File: src/hw/clock_control_pkg.sv
package clock_control_pkg;

  // Register byte addresses on the AXI4-Lite port.
  localparam logic [7:0] ADDR_MODE_SELECT = 8'h00;
  localparam logic [7:0] ADDR_INT_OSC_MODE = 8'h04;
  localparam logic [7:0] ADDR_MAIN_OSC_CTRL = 8'h08;
  localparam logic [7:0] ADDR_PROC_CLK_CTRL = 8'h0C;
  localparam logic [7:0] ADDR_STAB_SELECT = 8'h10;
  localparam logic [7:0] ADDR_STAB_STATUS = 8'h14;

  // Field positions.
  localparam int SELECT_BIT = 0;
  localparam int SOURCE_STATUS_BIT = 1;
  localparam int INT_STOP_BIT = 0;
  localparam int MAIN_STOP_BIT = 7;
  localparam int SUB_SELECT_BIT = 4;
  localparam int SUB_STATUS_BIT = 5;
  localparam int MAIN_STOP_SUB_BIT = 7;
  localparam int STAB_SELECT_LSB = 0;
  localparam int STAB_STATUS_LSB = 0;

  // Reset values.
  localparam logic SELECT_RST = 1'b0;
  localparam logic INT_STOP_RST = 1'b0;
  localparam logic MAIN_STOP_RST = 1'b0;
  localparam logic SUB_SELECT_RST = 1'b0;
  localparam logic MAIN_STOP_SUB_RST = 1'b0;
  localparam logic [2:0] STAB_SELECT_RST = 3'h5;

  // Timing counts, in oscillator cycles.
  localparam logic [4:0] HOLD_TICKS = 5'h11;
  localparam logic [1:0] SWITCH_TICKS = 2'h2;
  localparam int STAB_CHOICES = 5;
  localparam logic [16:0] STAB_CYCLES [STAB_CHOICES] = '{
    17'h00800, 17'h02000, 17'h04000, 17'h08000, 17'h10000
  };

  // Bus responses.
  localparam logic [1:0] RESP_OKAY = 2'h0;
  localparam logic [1:0] RESP_SLVERR = 2'h2;

  typedef enum logic [2:0] {MODE_HOLD, MODE_RUN, MODE_HALT, MODE_STOP, MODE_STAB} mode_e;
  typedef enum logic [1:0] {SRC_INT, SRC_MAIN, SRC_SUB} src_e;

  typedef struct packed {
    mode_e mode;
    src_e src;
    logic sel;
    logic int_stop;
    logic main_stop;
    logic sub_sel;
    logic main_stop_sub;
    logic [2:0] stab_sel;
    logic [4:0] hold_cnt;
    logic [1:0] sw_cnt;
    logic [16:0] stab_cnt;
    logic aw_held;
    logic [7:0] aw_addr;
    logic w_held;
    logic [31:0] w_data;
    logic w_lane0;
    logic bvalid;
    logic [1:0] bresp;
    logic rvalid;
    logic [31:0] rdata;
    logic [1:0] rresp;
  } state_s;

endpackage : clock_control_pkg

File: src/hw/cpu_clock_start_and_mode_control.sv
`timescale 1ns/10ps
module cpu_clock_start_and_mode_control
  import clock_control_pkg::*;
#(
  parameter logic INT_OSC_STOPPABLE = 1'b1
) (
  input wire logic aclk,
  input wire logic aresetn,
  input wire logic [7:0] s_axi_awaddr,
  input wire logic [2:0] s_axi_awprot,
  input wire logic s_axi_awvalid,
  output logic s_axi_awready,
  input wire logic [31:0] s_axi_wdata,
  input wire logic [3:0] s_axi_wstrb,
  input wire logic s_axi_wvalid,
  output logic s_axi_wready,
  output logic [1:0] s_axi_bresp,
  output logic s_axi_bvalid,
  input wire logic s_axi_bready,
  input wire logic [7:0] s_axi_araddr,
  input wire logic [2:0] s_axi_arprot,
  input wire logic s_axi_arvalid,
  output logic s_axi_arready,
  output logic [31:0] s_axi_rdata,
  output logic [1:0] s_axi_rresp,
  output logic s_axi_rvalid,
  input wire logic s_axi_rready,
  input wire logic ext_reset,
  input wire logic power_on_clear,
  input wire logic low_voltage_detector,
  input wire logic clock_monitor_reset,
  input wire logic watchdog_overflow,
  input wire logic int_osc_tick,
  input wire logic main_osc_tick,
  input wire logic sub_osc_tick,
  input wire logic halt_req,
  input wire logic stop_req,
  input wire logic wake_req,
  output logic internal_reset,
  output logic int_osc_run,
  output logic main_osc_run,
  output logic cpu_clk_en,
  output logic periph_clk_en,
  output logic watchdog_clk_en,
  output logic cpu_on_main,
  output logic cpu_on_sub,
  output logic cpu_halted,
  output logic cpu_stopped
);

  state_s s_r;
  state_s s_nxt;
  logic rst_any;
  logic [STAB_CHOICES-1:0] stab_reached;
  logic cur_tick;
  logic src_tgt_run;
  src_e tgt;
  logic [2:0] stab_idx;

  // Any reset source, including the watchdog overflow, restarts the controller.
  assign rst_any = ~aresetn | ext_reset | power_on_clear | low_voltage_detector |
                   clock_monitor_reset | watchdog_overflow;
  assign internal_reset = rst_any;

  // Oscillator run controls; both stop in reset, otherwise the CPU source is never stopped under it, except the main oscillator in STOP mode.
  always_comb begin
    if (rst_any) begin
      int_osc_run = 1'b0;
      main_osc_run = 1'b0;
    end else begin
      int_osc_run = ~(INT_OSC_STOPPABLE & s_r.int_stop & (s_r.src != SRC_INT));
      if (s_r.mode == MODE_STOP || s_r.mode == MODE_STAB && s_r.stab_cnt == 17'h00000) begin
        main_osc_run = s_r.mode == MODE_STAB;
      end else if (s_r.src == SRC_MAIN) begin
        main_osc_run = 1'b1;
      end else if (s_r.src == SRC_SUB) begin
        main_osc_run = ~s_r.main_stop_sub;
      end else begin
        main_osc_run = ~s_r.main_stop;
      end
    end
  end

  // Tick of the clock the CPU is on now; the source software asks for, and whether it runs.
  always_comb begin
    unique case (s_r.src)
      SRC_INT: cur_tick = int_osc_tick & int_osc_run;
      SRC_MAIN: cur_tick = main_osc_tick & main_osc_run;
      SRC_SUB: cur_tick = sub_osc_tick;
      default: cur_tick = 1'b0; // The unused code passes no pulse.
    endcase
    if (s_r.sub_sel) begin
      tgt = SRC_SUB;
    end else if (s_r.sel) begin
      tgt = SRC_MAIN;
    end else begin
      tgt = SRC_INT;
    end
    unique case (tgt)
      SRC_INT: src_tgt_run = int_osc_run;
      SRC_MAIN: src_tgt_run = main_osc_run;
      SRC_SUB: src_tgt_run = 1'b1;
      default: src_tgt_run = 1'b0;
    endcase
  end

  // Stabilization thresholds, one comparator per selectable time.
  for (genvar i = 0; i < STAB_CHOICES; i++) begin : g_stab
    assign stab_reached[i] = s_r.stab_cnt >= STAB_CYCLES[i];
  end

  // Codes 1 to 5 pick a threshold; a prohibited code falls back to the longest wait.
  always_comb begin
    if (s_r.stab_sel >= 3'h1 && s_r.stab_sel <= 3'h5) begin
      stab_idx = s_r.stab_sel - 3'h1;
    end else begin
      stab_idx = 3'h4;
    end
  end

  // Next state: clock control, bus slave and the reset overlay.
  always_comb begin
    s_nxt = s_r;
    // Counts main oscillator cycles since it started; saturates at the longest wait.
    if (!main_osc_run) begin
      s_nxt.stab_cnt = 17'h00000;
    end else if (main_osc_tick && !stab_reached[STAB_CHOICES-1]) begin
      s_nxt.stab_cnt = s_r.stab_cnt + 17'h00001;
    end

    unique case (s_r.mode)
      MODE_HOLD: begin
        if (int_osc_tick && int_osc_run) begin
          if (s_r.hold_cnt == HOLD_TICKS - 5'h01) begin
            s_nxt.mode = MODE_RUN;
          end else begin
            s_nxt.hold_cnt = s_r.hold_cnt + 5'h01;
          end
        end
      end
      MODE_RUN: begin
        if (stop_req && s_r.src != SRC_SUB) begin
          s_nxt.mode = MODE_STOP;
        end else if (halt_req) begin
          s_nxt.mode = MODE_HALT;
        end
        // A pending change waits for whole cycles of the old clock, so no phase is cut.
        if (tgt != s_r.src && src_tgt_run &&
            !(tgt == SRC_SUB && s_r.src == SRC_INT) &&
            !(tgt == SRC_INT && s_r.src == SRC_SUB)) begin
          if (cur_tick) begin
            if (s_r.sw_cnt == SWITCH_TICKS - 2'h1) begin
              s_nxt.src = tgt;
              s_nxt.sw_cnt = 2'h0;
            end else begin
              s_nxt.sw_cnt = s_r.sw_cnt + 2'h1;
            end
          end
        end else begin
          s_nxt.sw_cnt = 2'h0;
        end
      end
      MODE_HALT: begin
        if (wake_req) begin
          s_nxt.mode = MODE_RUN;
        end
      end
      MODE_STOP: begin
        if (wake_req) begin
          s_nxt.mode = (s_r.src == SRC_MAIN) ? MODE_STAB : MODE_RUN;
        end
      end
      MODE_STAB: begin
        if (stab_reached[stab_idx]) begin
          s_nxt.mode = MODE_RUN;
        end
      end
      default: s_nxt.mode = MODE_HOLD;
    endcase

    // Write channel: address and data are caught in either order.
    if (s_axi_awvalid && s_axi_awready) begin
      s_nxt.aw_held = 1'b1;
      s_nxt.aw_addr = s_axi_awaddr;
    end
    if (s_axi_wvalid && s_axi_wready) begin
      s_nxt.w_held = 1'b1;
      s_nxt.w_data = s_axi_wdata;
      s_nxt.w_lane0 = s_axi_wstrb[0];
    end
    if (s_r.aw_held && s_r.w_held) begin
      s_nxt.aw_held = 1'b0;
      s_nxt.w_held = 1'b0;
      s_nxt.bvalid = 1'b1;
      s_nxt.bresp = RESP_OKAY;
      unique case (s_r.aw_addr)
        ADDR_MODE_SELECT: begin
          if (s_r.w_lane0) begin
            s_nxt.sel = s_r.w_data[SELECT_BIT];
          end
        end
        ADDR_INT_OSC_MODE: begin
          if (s_r.w_lane0) begin
            s_nxt.int_stop = s_r.w_data[INT_STOP_BIT];
          end
        end
        ADDR_MAIN_OSC_CTRL: begin
          if (s_r.w_lane0) begin
            s_nxt.main_stop = s_r.w_data[MAIN_STOP_BIT];
          end
        end
        ADDR_PROC_CLK_CTRL: begin
          if (s_r.w_lane0) begin
            s_nxt.sub_sel = s_r.w_data[SUB_SELECT_BIT];
            s_nxt.main_stop_sub = s_r.w_data[MAIN_STOP_SUB_BIT];
          end
        end
        ADDR_STAB_SELECT: begin
          if (s_r.w_lane0) begin
            s_nxt.stab_sel = s_r.w_data[STAB_SELECT_LSB +: 3];
          end
        end
        ADDR_STAB_STATUS: begin
          // Read-only; the write is accepted and dropped.
        end
        default: s_nxt.bresp = RESP_SLVERR;
      endcase
    end
    if (s_r.bvalid && s_axi_bready) begin
      s_nxt.bvalid = 1'b0;
    end

    // Read channel: data is latched at the address handshake.
    if (s_axi_arvalid && s_axi_arready) begin
      s_nxt.rvalid = 1'b1;
      s_nxt.rresp = RESP_OKAY;
      s_nxt.rdata = 32'h00000000;
      unique case (s_axi_araddr)
        ADDR_MODE_SELECT: begin
          s_nxt.rdata[SELECT_BIT] = s_r.sel;
          s_nxt.rdata[SOURCE_STATUS_BIT] = s_r.src == SRC_MAIN;
        end
        ADDR_INT_OSC_MODE: s_nxt.rdata[INT_STOP_BIT] = s_r.int_stop;
        ADDR_MAIN_OSC_CTRL: s_nxt.rdata[MAIN_STOP_BIT] = s_r.main_stop;
        ADDR_PROC_CLK_CTRL: begin
          s_nxt.rdata[SUB_SELECT_BIT] = s_r.sub_sel;
          s_nxt.rdata[SUB_STATUS_BIT] = s_r.src == SRC_SUB;
          s_nxt.rdata[MAIN_STOP_SUB_BIT] = s_r.main_stop_sub;
        end
        ADDR_STAB_SELECT: s_nxt.rdata[STAB_SELECT_LSB +: 3] = s_r.stab_sel;
        ADDR_STAB_STATUS: s_nxt.rdata[STAB_STATUS_LSB +: STAB_CHOICES] = stab_reached;
        default: s_nxt.rresp = RESP_SLVERR;
      endcase
    end else if (s_r.rvalid && s_axi_rready) begin
      s_nxt.rvalid = 1'b0;
    end

    // Any reset source overrides the clock controller fields; the bus keeps its own state unless aresetn is low.
    if (rst_any) begin
      s_nxt.mode = MODE_HOLD;
      s_nxt.src = SRC_INT;
      s_nxt.sel = SELECT_RST;
      s_nxt.int_stop = INT_STOP_RST;
      s_nxt.main_stop = MAIN_STOP_RST;
      s_nxt.sub_sel = SUB_SELECT_RST;
      s_nxt.main_stop_sub = MAIN_STOP_SUB_RST;
      s_nxt.stab_sel = STAB_SELECT_RST;
      s_nxt.hold_cnt = 5'h00;
      s_nxt.sw_cnt = 2'h0;
      s_nxt.stab_cnt = 17'h00000;
    end
  end

  // State register; the bus reset clears the handshake flags too.
  always_ff @(posedge aclk) begin
    if (!aresetn) begin
      s_r <= '{
        mode: MODE_HOLD,
        src: SRC_INT,
        sel: SELECT_RST,
        int_stop: INT_STOP_RST,
        main_stop: MAIN_STOP_RST,
        sub_sel: SUB_SELECT_RST,
        main_stop_sub: MAIN_STOP_SUB_RST,
        stab_sel: STAB_SELECT_RST,
        bresp: RESP_OKAY,
        rresp: RESP_OKAY,
        default: '0
      };
    end else begin
      s_r <= s_nxt;
    end
  end

  // Bus handshakes: one write and one read in flight, each held until answered.
  assign s_axi_awready = ~s_r.aw_held & ~s_r.bvalid;
  assign s_axi_wready = ~s_r.w_held & ~s_r.bvalid;
  assign s_axi_bvalid = s_r.bvalid;
  assign s_axi_bresp = s_r.bresp;
  assign s_axi_arready = ~s_r.rvalid;
  assign s_axi_rvalid = s_r.rvalid;
  assign s_axi_rdata = s_r.rdata;
  assign s_axi_rresp = s_r.rresp;

  // Clock enables are whole oscillator ticks, so a switch cannot shorten a phase.
  assign cpu_clk_en = ~rst_any & (s_r.mode == MODE_RUN) & cur_tick;
  // The prescaler runs in RUN and HALT on the clock the select bit names.
  assign periph_clk_en = ~rst_any & (s_r.mode == MODE_RUN || s_r.mode == MODE_HALT) &
                         (s_r.sel ? (main_osc_tick & main_osc_run)
                                  : (int_osc_tick & int_osc_run));
  // Stoppable option gates the watchdog in standby; otherwise it counts through STOP.
  assign watchdog_clk_en = ~rst_any & int_osc_tick & int_osc_run &
                           (~INT_OSC_STOPPABLE |
                            (s_r.mode != MODE_HALT && s_r.mode != MODE_STOP &&
                             s_r.mode != MODE_STAB));
  assign cpu_on_main = s_r.src == SRC_MAIN;
  assign cpu_on_sub = s_r.src == SRC_SUB;
  assign cpu_halted = s_r.mode == MODE_HALT;
  assign cpu_stopped = s_r.mode == MODE_STOP || s_r.mode == MODE_STAB;

endmodule : cpu_clock_start_and_mode_control

File: config.mk
export PLATFORM = sky130hd
export DESIGN_NAME = cpu_clock_start_and_mode_control
export DESIGN_NICKNAME = d
export VERILOG_FILES = /design/src/hw/clock_control_pkg.sv /design/src/hw/cpu_clock_start_and_mode_control.sv
export SDC_FILE = /design/constraint.sdc
export NUM_CORES = 1
export LEC_CHECK = 0
export BUFFER_PORTS_ARGS = -buffer_cell sky130_fd_sc_hd__buf_2
export CAP_MARGIN = 20
export CELL_PAD_IN_SITES_DETAIL_PLACEMENT = 0
export CELL_PAD_IN_SITES_GLOBAL_PLACEMENT = 1
export CORE_MARGIN = 2
export CORE_UTILIZATION = 36
export DETAILED_ROUTE_END_ITERATION = 10
export PLACE_DENSITY_LB_ADDON = 0.1
export SETUP_SLACK_MARGIN = 0.05
export SLEW_MARGIN = 10
export SYNTH_ARGS = -nofsm -noshare
export SYNTH_HDL_FRONTEND = slang
export SYNTH_SLANG_ARGS = --single-unit
File: constraint.sdc
create_clock -name aclk -period 2.2 [get_ports aclk]
set_input_delay 0.22 -clock aclk [delete_from_list [all_inputs] [get_ports aclk]]
set_output_delay 0.22 -clock aclk [all_outputs]
set_load 0.005 [all_outputs]
==> results.md, run 1 <==
* Status: completed
* Fin Hold WS at 119 ps
* Port Buf Inserts at 63
* Final estimated routing congestion in global placement at between 0.7 and 0.8
* Synth Area in Adders at 2.13%
* Slowest CP cell: dfxtp_2
* Synth warn at 0
* Simple-Gate Fraction of Synth Area at approximately 28%
* Worst Reg2Reg Path Length in Cells at 8
* Reg clk slew, reported paths at approximately 80 ps
* Seq/Total Area, Yosys at 36.4%
* Maximum level of the CTS H-tree at 3
* Synthesized instance count at 420
* Max FO, Critical Path at 4
* Sequential share of power at ~52%
* Synth Register Bits at 64
* First-pass GRT wire length at 12.7 mm
* CP required at slightly below 2000 ps
* Nets@finish at ~570
* Hold WC Path Type: in2reg
* Vias at ~2,900
* Initial Util at between 30% and 40%
* R2r startpoint: s_r[105]
* Largest net degree at the start of global routing at 28
* Max VDD drop at 0.247 mV
* WS Path Type: reg2out
* Buf+Inv Stages, Crit Path at 3
* Fillers at 1,021
* # setup viols final at 0
* Clock Power Share at about two fifths
* Vias in the first global route at 2,606
* Post-synthesis mux area share at 5.44%
* Inserted Diodes at 0
* Dominant cell type by area after synthesis: dfxtp_1
* Largest family of logic cells by synthesized area: simple AND/OR/NAND/NOR gates
* Proportion of layout cells with a drive suffix above 1 at 24.5%
* Cell family with most CP delay: simple AND/OR/NAND/NOR gates
* Synthesized cell area at 0.00352 mm2
* CP arrival at about 1900 ps
* Initial detailed-routing violation count at 48
* Leakage at 1.69 nW
* Slew Viols, Final at 0
* Routed len/inst at 12.5 um
* Area delta synth->final at 17.7%
* Hold Path Origin: s_axi_awaddr[7]
* Shortest period the worst path allows at 2150 ps
* Compound-gate portion of the synthesized area at 12.0%
* GRT overflow at 0
* Mean Syn Cell Area at 8.38 um2
* Non-Filler Instances at between 600 and 700
* Clk sink count at between 60 and 70
* Worst-case hold path end point: s_r[79]
* Die area at approximately 0.011 mm2
* Reg2Reg Setup Slack at 300 ps
* Asr flop ratio synth at 0%
* Die X at ~100 um
* Aggregate global-route resource usage at between 10% and 20%
* Final Power at roughly 2.3 mW
* Int Pwr at 1.71 mW
* Crit end category: output port
* Post-synth top area share at 36.4%
* I/O pin count at 127
* CP Cell Sequence: inv_2 > ha_4 > nor4b_4 > nand4_1 > o21ai_2 > nand3_2 > inv_2 > a31oi_4 > nor3_2 > buf_2
* Root Buffer: clkbuf_8
* Synth area leaders: dfxtp_1 (36%), buf_4 (7.9%), nand2_1 (5.5%)
* Sw frac at 26.2%
* Inst Count DP at 604
* Unrepaired setup endpoints after global routing: yes
* Initial antenna violation count at 0
* Clock buffer depth at 2
* Max Freq at around 0.46 GHz
* Combinational fraction of design power at 8.0%
* Psw at between 0.6 and 0.7 mW
* Std-Cell Rows at 36
* Dpl hpwl at approximately 5.9 mm
* CP dominant cell by count: inv_2
* Fin crit share at 97.9%
* Clock latency at the later pin of the worst-skew pair at 340 ps
* Die height at 103 um
* Worst setup path start: s_r[81]
* CP Launch Type: flop
* Final Skew at around 12 ps
* Clock buffer count from CTS at 9
* First-pass DRT Iterations at 4
* Number of remaining DRC errors at 0
* Core region area at 0.00964 mm2
* MaxCap Viol Count at 0
* Most used DFF post-synth: dfxtp_1
* Hold path cells at 3
* Hold_buf cts at 0
* Worst R2R End: s_r[115]
* Post-Synth XOR/XNOR Area at ~5%
* TritonCTS clock tree: done
* Synth cell types at 54
* Final hold violation count at 0
* EDFF count, synth at 0
* Crit-path max cell delay at 350 ps
* Detailed Route WL at 7.80 mm
* Pwr per Cell Area at around 560 mW/mm2
* Antenna Nets Post-Route at 0
* Avg Vias per Cell at 4.65
## cells in the mapped netlist (3+ instances only)
| library cell | n |
|---|---|
| nand2b_1 | 5 |
| o21ai_0 | 6 |
| nor2_1 | 50 |
| nand4_1 | 12 |
| xnor2_1 | 7 |
| xor2_1 | 13 |
| o211ai_1 | 3 |
| ha_1 | 6 |
| nor3b_1 | 4 |
| a21oi_1 | 9 |
| inv_1 | 11 |
| nor4_1 | 4 |
| nor3_1 | 12 |
| and2_1 | 6 |
| nor2b_1 | 14 |
| clkbuf_1 | 9 |
| a21boi_0 | 14 |
| mux2i_1 | 18 |
| buf_4 | 37 |
| nand3_1 | 13 |
| and3_1 | 3 |
| a31oi_1 | 6 |
| a221oi_1 | 4 |
| dfxtp_1 | 64 |
| buf_2 | 3 |
| nand2_1 | 52 |
## cell families (layout without fill, tap and decap cells)
kind of cell | count (synthesis) | in the layout
and+or+nand+nor | 190 | 190
DFF | 64 | 64
buffers and inverters | 62 | 106
AOI/OAI and AO/OA | 58 | 58
xor gates and xnor gates | 20 | 20
muxes | 19 | 19
adders and majority gates | 6 | 6
other | 1 | 27
## worst register-to-register path: stages, from the launching register on
cell and delay [ps]:
dfxtp_1 400, inv_1 90, ha_1 350, o21ai_0 170, nand4_1 140, a221oi_2 350, a221oi_1 90, mux2i_1 140
nor2_1 50
## flip-flops by register name, summed over array words and instances (netlist names)
| signal | count |
|---|---|
| s_axi_rresp | 1 |
| s_axi_bresp | 1 |
| s_r | 53 |
| s_axi_rvalid | 1 |
| s_axi_bvalid | 1 |
| s_axi_rdata | 7 |
## how the worst max path moves through the flow
| stage | cells past startpoint | end |
|---|---|---|
| floorplan | 9 | periph_clk_en |
| global route | 10 | periph_clk_en |
| finish | 10 | periph_clk_en |
| global placement | 10 | periph_clk_en |
| CTS | 10 | periph_clk_en |
| detailed placement | 10 | periph_clk_en |
## power groups by stage
stage | clock (mW) | sequential, mW | combinational [mW]
4_1_cts | 0.970 | 1.21 | 0.188
5_1_grt | 1.02 | 1.21 | 0.213
2_1_floorplan | 0 | 1.23 | 0.153
6_report | 0.928 | 1.21 | 0.185
3_3_place_gp | 0 | 1.23 | 0.183
3_5_place_dp | 0 | 1.24 | 0.186
## repair_timing
item / in CTS / in global routing
buffers inserted: 3 / 0
pin swaps: 5 / 2
resized for setup: 16 / 4
endpoints found under the setup margin: 2 / 3
## cell type report
class	instances	area (um2)	share of cell area, %
tap	133	166	4.02
multi-input combinational	320	2030	49.0
inverter	11	41.3	0.997
clock buffer	10	138	3.32
sequential	64	1280	31.0
clock inverter	6	43.8	1.06
timing repair buffer	79	442	10.7
## layout by cell type (no fill, tap or decap), drive strengths merged, types with 7 or more instances in the layout
master	count
mux2i	18
xnor2	7
nand2	52
nand3	14
inv	12
conb	27
clkbuf	10
a21oi	9
nor3	12
nand4	12
buf	79
nor2b	14
a21boi	14
dfxtp	64
nor2	50
xor2	13
## through the flow
step                      utilization [%]  cell area, um2  setup TNS, ps  setup slack (ps)
after floorplan                         -            3620              0               345
after global placement               40.0            3850              0               112
after detailed placement             40.0            3850              0              63.9
after CTS                            42.8            4120          -34.9             -34.9
after global routing                 43.0            4140          -71.6             -65.0
final                                43.0            4140              0              46.4
## metal layers
layer  routed length (um)  vias up  share of wire [%]  GRT usage [%]
met5                    0        -                  0              0
met1                 3800     1318                 49           21.4
li1                     -     1511                  -              -
met2                 3580       57                 46           23.8
met4                  129        0                1.7           6.07
met3                  291       10                3.7           2.17
(Power assumes the default switching activity.)
==> run 2: changes to the inputs <==
--- a/config.mk
+++ b/config.mk
@@ -5,7 +5,7 @@
 export SDC_FILE = /design/constraint.sdc
 export NUM_CORES = 1
 export LEC_CHECK = 0
-export BUFFER_PORTS_ARGS = -buffer_cell sky130_fd_sc_hd__buf_2
+export BUFFER_PORTS_ARGS = -buffer_cell sky130_fd_sc_hd__buf_4
 export CAP_MARGIN = 20
 export CELL_PAD_IN_SITES_DETAIL_PLACEMENT = 0
 export CELL_PAD_IN_SITES_GLOBAL_PLACEMENT = 1
@@ -13,7 +13,7 @@
 export CORE_UTILIZATION = 36
 export DETAILED_ROUTE_END_ITERATION = 10
 export PLACE_DENSITY_LB_ADDON = 0.1
-export SETUP_SLACK_MARGIN = 0.05
+export SETUP_SLACK_MARGIN = 0.15
 export SLEW_MARGIN = 10
 export SYNTH_ARGS = -nofsm -noshare
 export SYNTH_HDL_FRONTEND = slang
==> run 2 against run 1 <==
Count of clock-buffer cells in the layout shrank 1. Via count grew 1.8%. Global-route usage grew 0.20 points. Wire length grew 0.82%. Worst setup slack gained 2.1 ps. Sequential power is essentially flat. Sequential cell count is the same. Critical path type unchanged. Hold slack lost 6.0 ps. Register-to-register slack gained 20 ps.
==> results.md, run 2 (synthesis gave the netlist of run 1 again) <==
* Buf+Inv Stages, Crit Path at 3
* Routed len/inst at approximately 13 um
* Reg2Reg Setup Slack at roughly 320 ps
* Clock buffer count from CTS at 9
* Aggregate global-route resource usage at approximately 15%
* Clock latency at the later pin of the worst-skew pair at 350 ps
* CP arrival at 1930 ps
* Avg Vias per Cell at 4.70
* Final estimated routing congestion in global placement at 0.743
* Number of remaining DRC errors at 0
* Max VDD drop at approximately 0.28 mV
* Most flops, register: s_r
* Std-Cell Rows at 36
* Initial detailed-routing violation count at 69
* Final Skew at 14.0 ps
* Root Buffer: clkbuf_8
* CP dominant cell by count: inv_2
* Most common cell after layout, fill and taps aside: buf_4
* Final hold violation count at 0
* First-pass GRT wire length at 12.7 mm
* Die height at 103 um
* Initial antenna violation count at 0
* Slew Viols, Final at 0
* Slowest CP cell: dfxtp_2
* Unrepaired setup endpoints after global routing: yes
* Final core utilization at a little under half
* Die X at between 100 and 150 um
* TNS Setup at 0 ps
* GRT overflow at 0
* Reg area at 0.00128 mm2
* Crit end category: output port
* Inserted Diodes at 0
* Pwr per Cell Area at 583 mW/mm2
* Dpl hpwl at 5.91 mm
* Reg clk slew, reported paths at 80 ps
* Max FO, Critical Path at 2
* Area delta synth->final at 23.9%
* First-pass DRT Iterations at 4
* Shortest period the worst path allows at 2150 ps
* Maximum level of the CTS H-tree at 3
* Fin crit share at 97.8%
* Footprint of the multi-input gates at 0.00202 mm2
* Cell family with most CP delay: simple AND/OR/NAND/NOR gates
* Fillers at 1,022
* I/O pin count at 127
* MaxCap Viol Count at 0
* Clock buffer depth at 2
* Max Freq at about 0.46 GHz
* CP Launch Type: flop
* Max reg flops at 53
* Hold WC Path Type: in2reg
* Proportion of layout cells with a drive suffix above 1 at 25.1%
* Initial Util at between 30% and 40%
* Vias in the first global route at 2,667
* # setup viols final at 0
* Final Power at 2.54 mW
* Most frequent cells in the layout: buf_4 (81), dfxtp_1 (61), nand2_1 (52), nor2_1 (50), conb_1 (27)
* CP Cell Sequence: inv_2 > ha_4 > nor4b_4 > nand4_1 > o21ai_2 > nand3_2 > inv_2 > a31oi_2 > nor3_2 > buf_4
* Antenna Nets Post-Route at 0
* Nets@finish at 571
* Hold_buf cts at 0
* Non-Filler Instances at 627
* Status: completed
* WS Path Type: reg2out
* TritonCTS clock tree: done
* Port Buf Inserts at 63
* Die area at between 0.01 and 0.015 mm2
* Core region area at between 0.009 and 0.01 mm2
* Crit-path max cell delay at 330 ps
* Leakage at 1.77 nW
* Largest net degree at the start of global routing at 29
* Vias at between 2,000 and 3,000
* Detailed Route WL at 7.86 mm
* CP required at 1980 ps
* Inst Count DP at just over 600
* Clk sink count at 64
## run 2: layout make-up
class                           instances  area share [%]
Inverter                               11           0.947
Sequential cell                        64            29.5
Multi-Input combinational cell        320            46.3
Clock inverter                          7            2.21
Timing Repair Buffer                   83            14.5
Clock buffer                            9            2.84
Tap cell                              133            3.82
## run 2: path summary, 6_finish.rpt
path         depth (start not counted)      startpoint             end
min                                  2   s_axi_arvalid    s_axi_rvalid
min reg2reg                          2  s_axi_rdata[1]  s_axi_rdata[1]
max                                 10         s_r[81]   periph_clk_en
max reg2reg                          6         s_r[72]        s_r[111]
## run 2: worst reg2reg max path, cell delays in order (launching register included)
cell	delay, ps
dfxtp_1	320
or4_4	570
nor4_2	420
nand2_1	90
nor2_1	140
mux2i_1	190
nor2_1	50
## run 2: routing by layer
layer	wire (um)	share of wire [%]	up-vias	global-route usage, %
met3	368	4.7	11	3.05
li1	-	-	1526	-
met2	3680	47	65	24.9
met4	120	1.5	0	6.68
met5	0	0	-	0
met1	3700	47	1345	20.2
## run 2: timing repair
action | in CTS | in global routing
setup buffers | 5 | 1
resized for setup | 16 | 4
pin swaps | 5 | 2
endpoints found under the setup margin | 2 | 5
## run 2: stage by stage
stage	instance area (um2)	worst slack (ps)	hold WS [ps]
finish	4360	48.4	113
global route	4360	-133	96.5
CTS	4330	-27.0	93.4
detailed placement	4020	64.2	459
global placement	4020	131	451
floorplan	3620	345	358
## run 2: report_power, final
group / internal (mW) / switching (mW)
registers: 1.19 / 0.0231
clock network: 0.639 / 0.487
logic: 0.111 / 0.0987
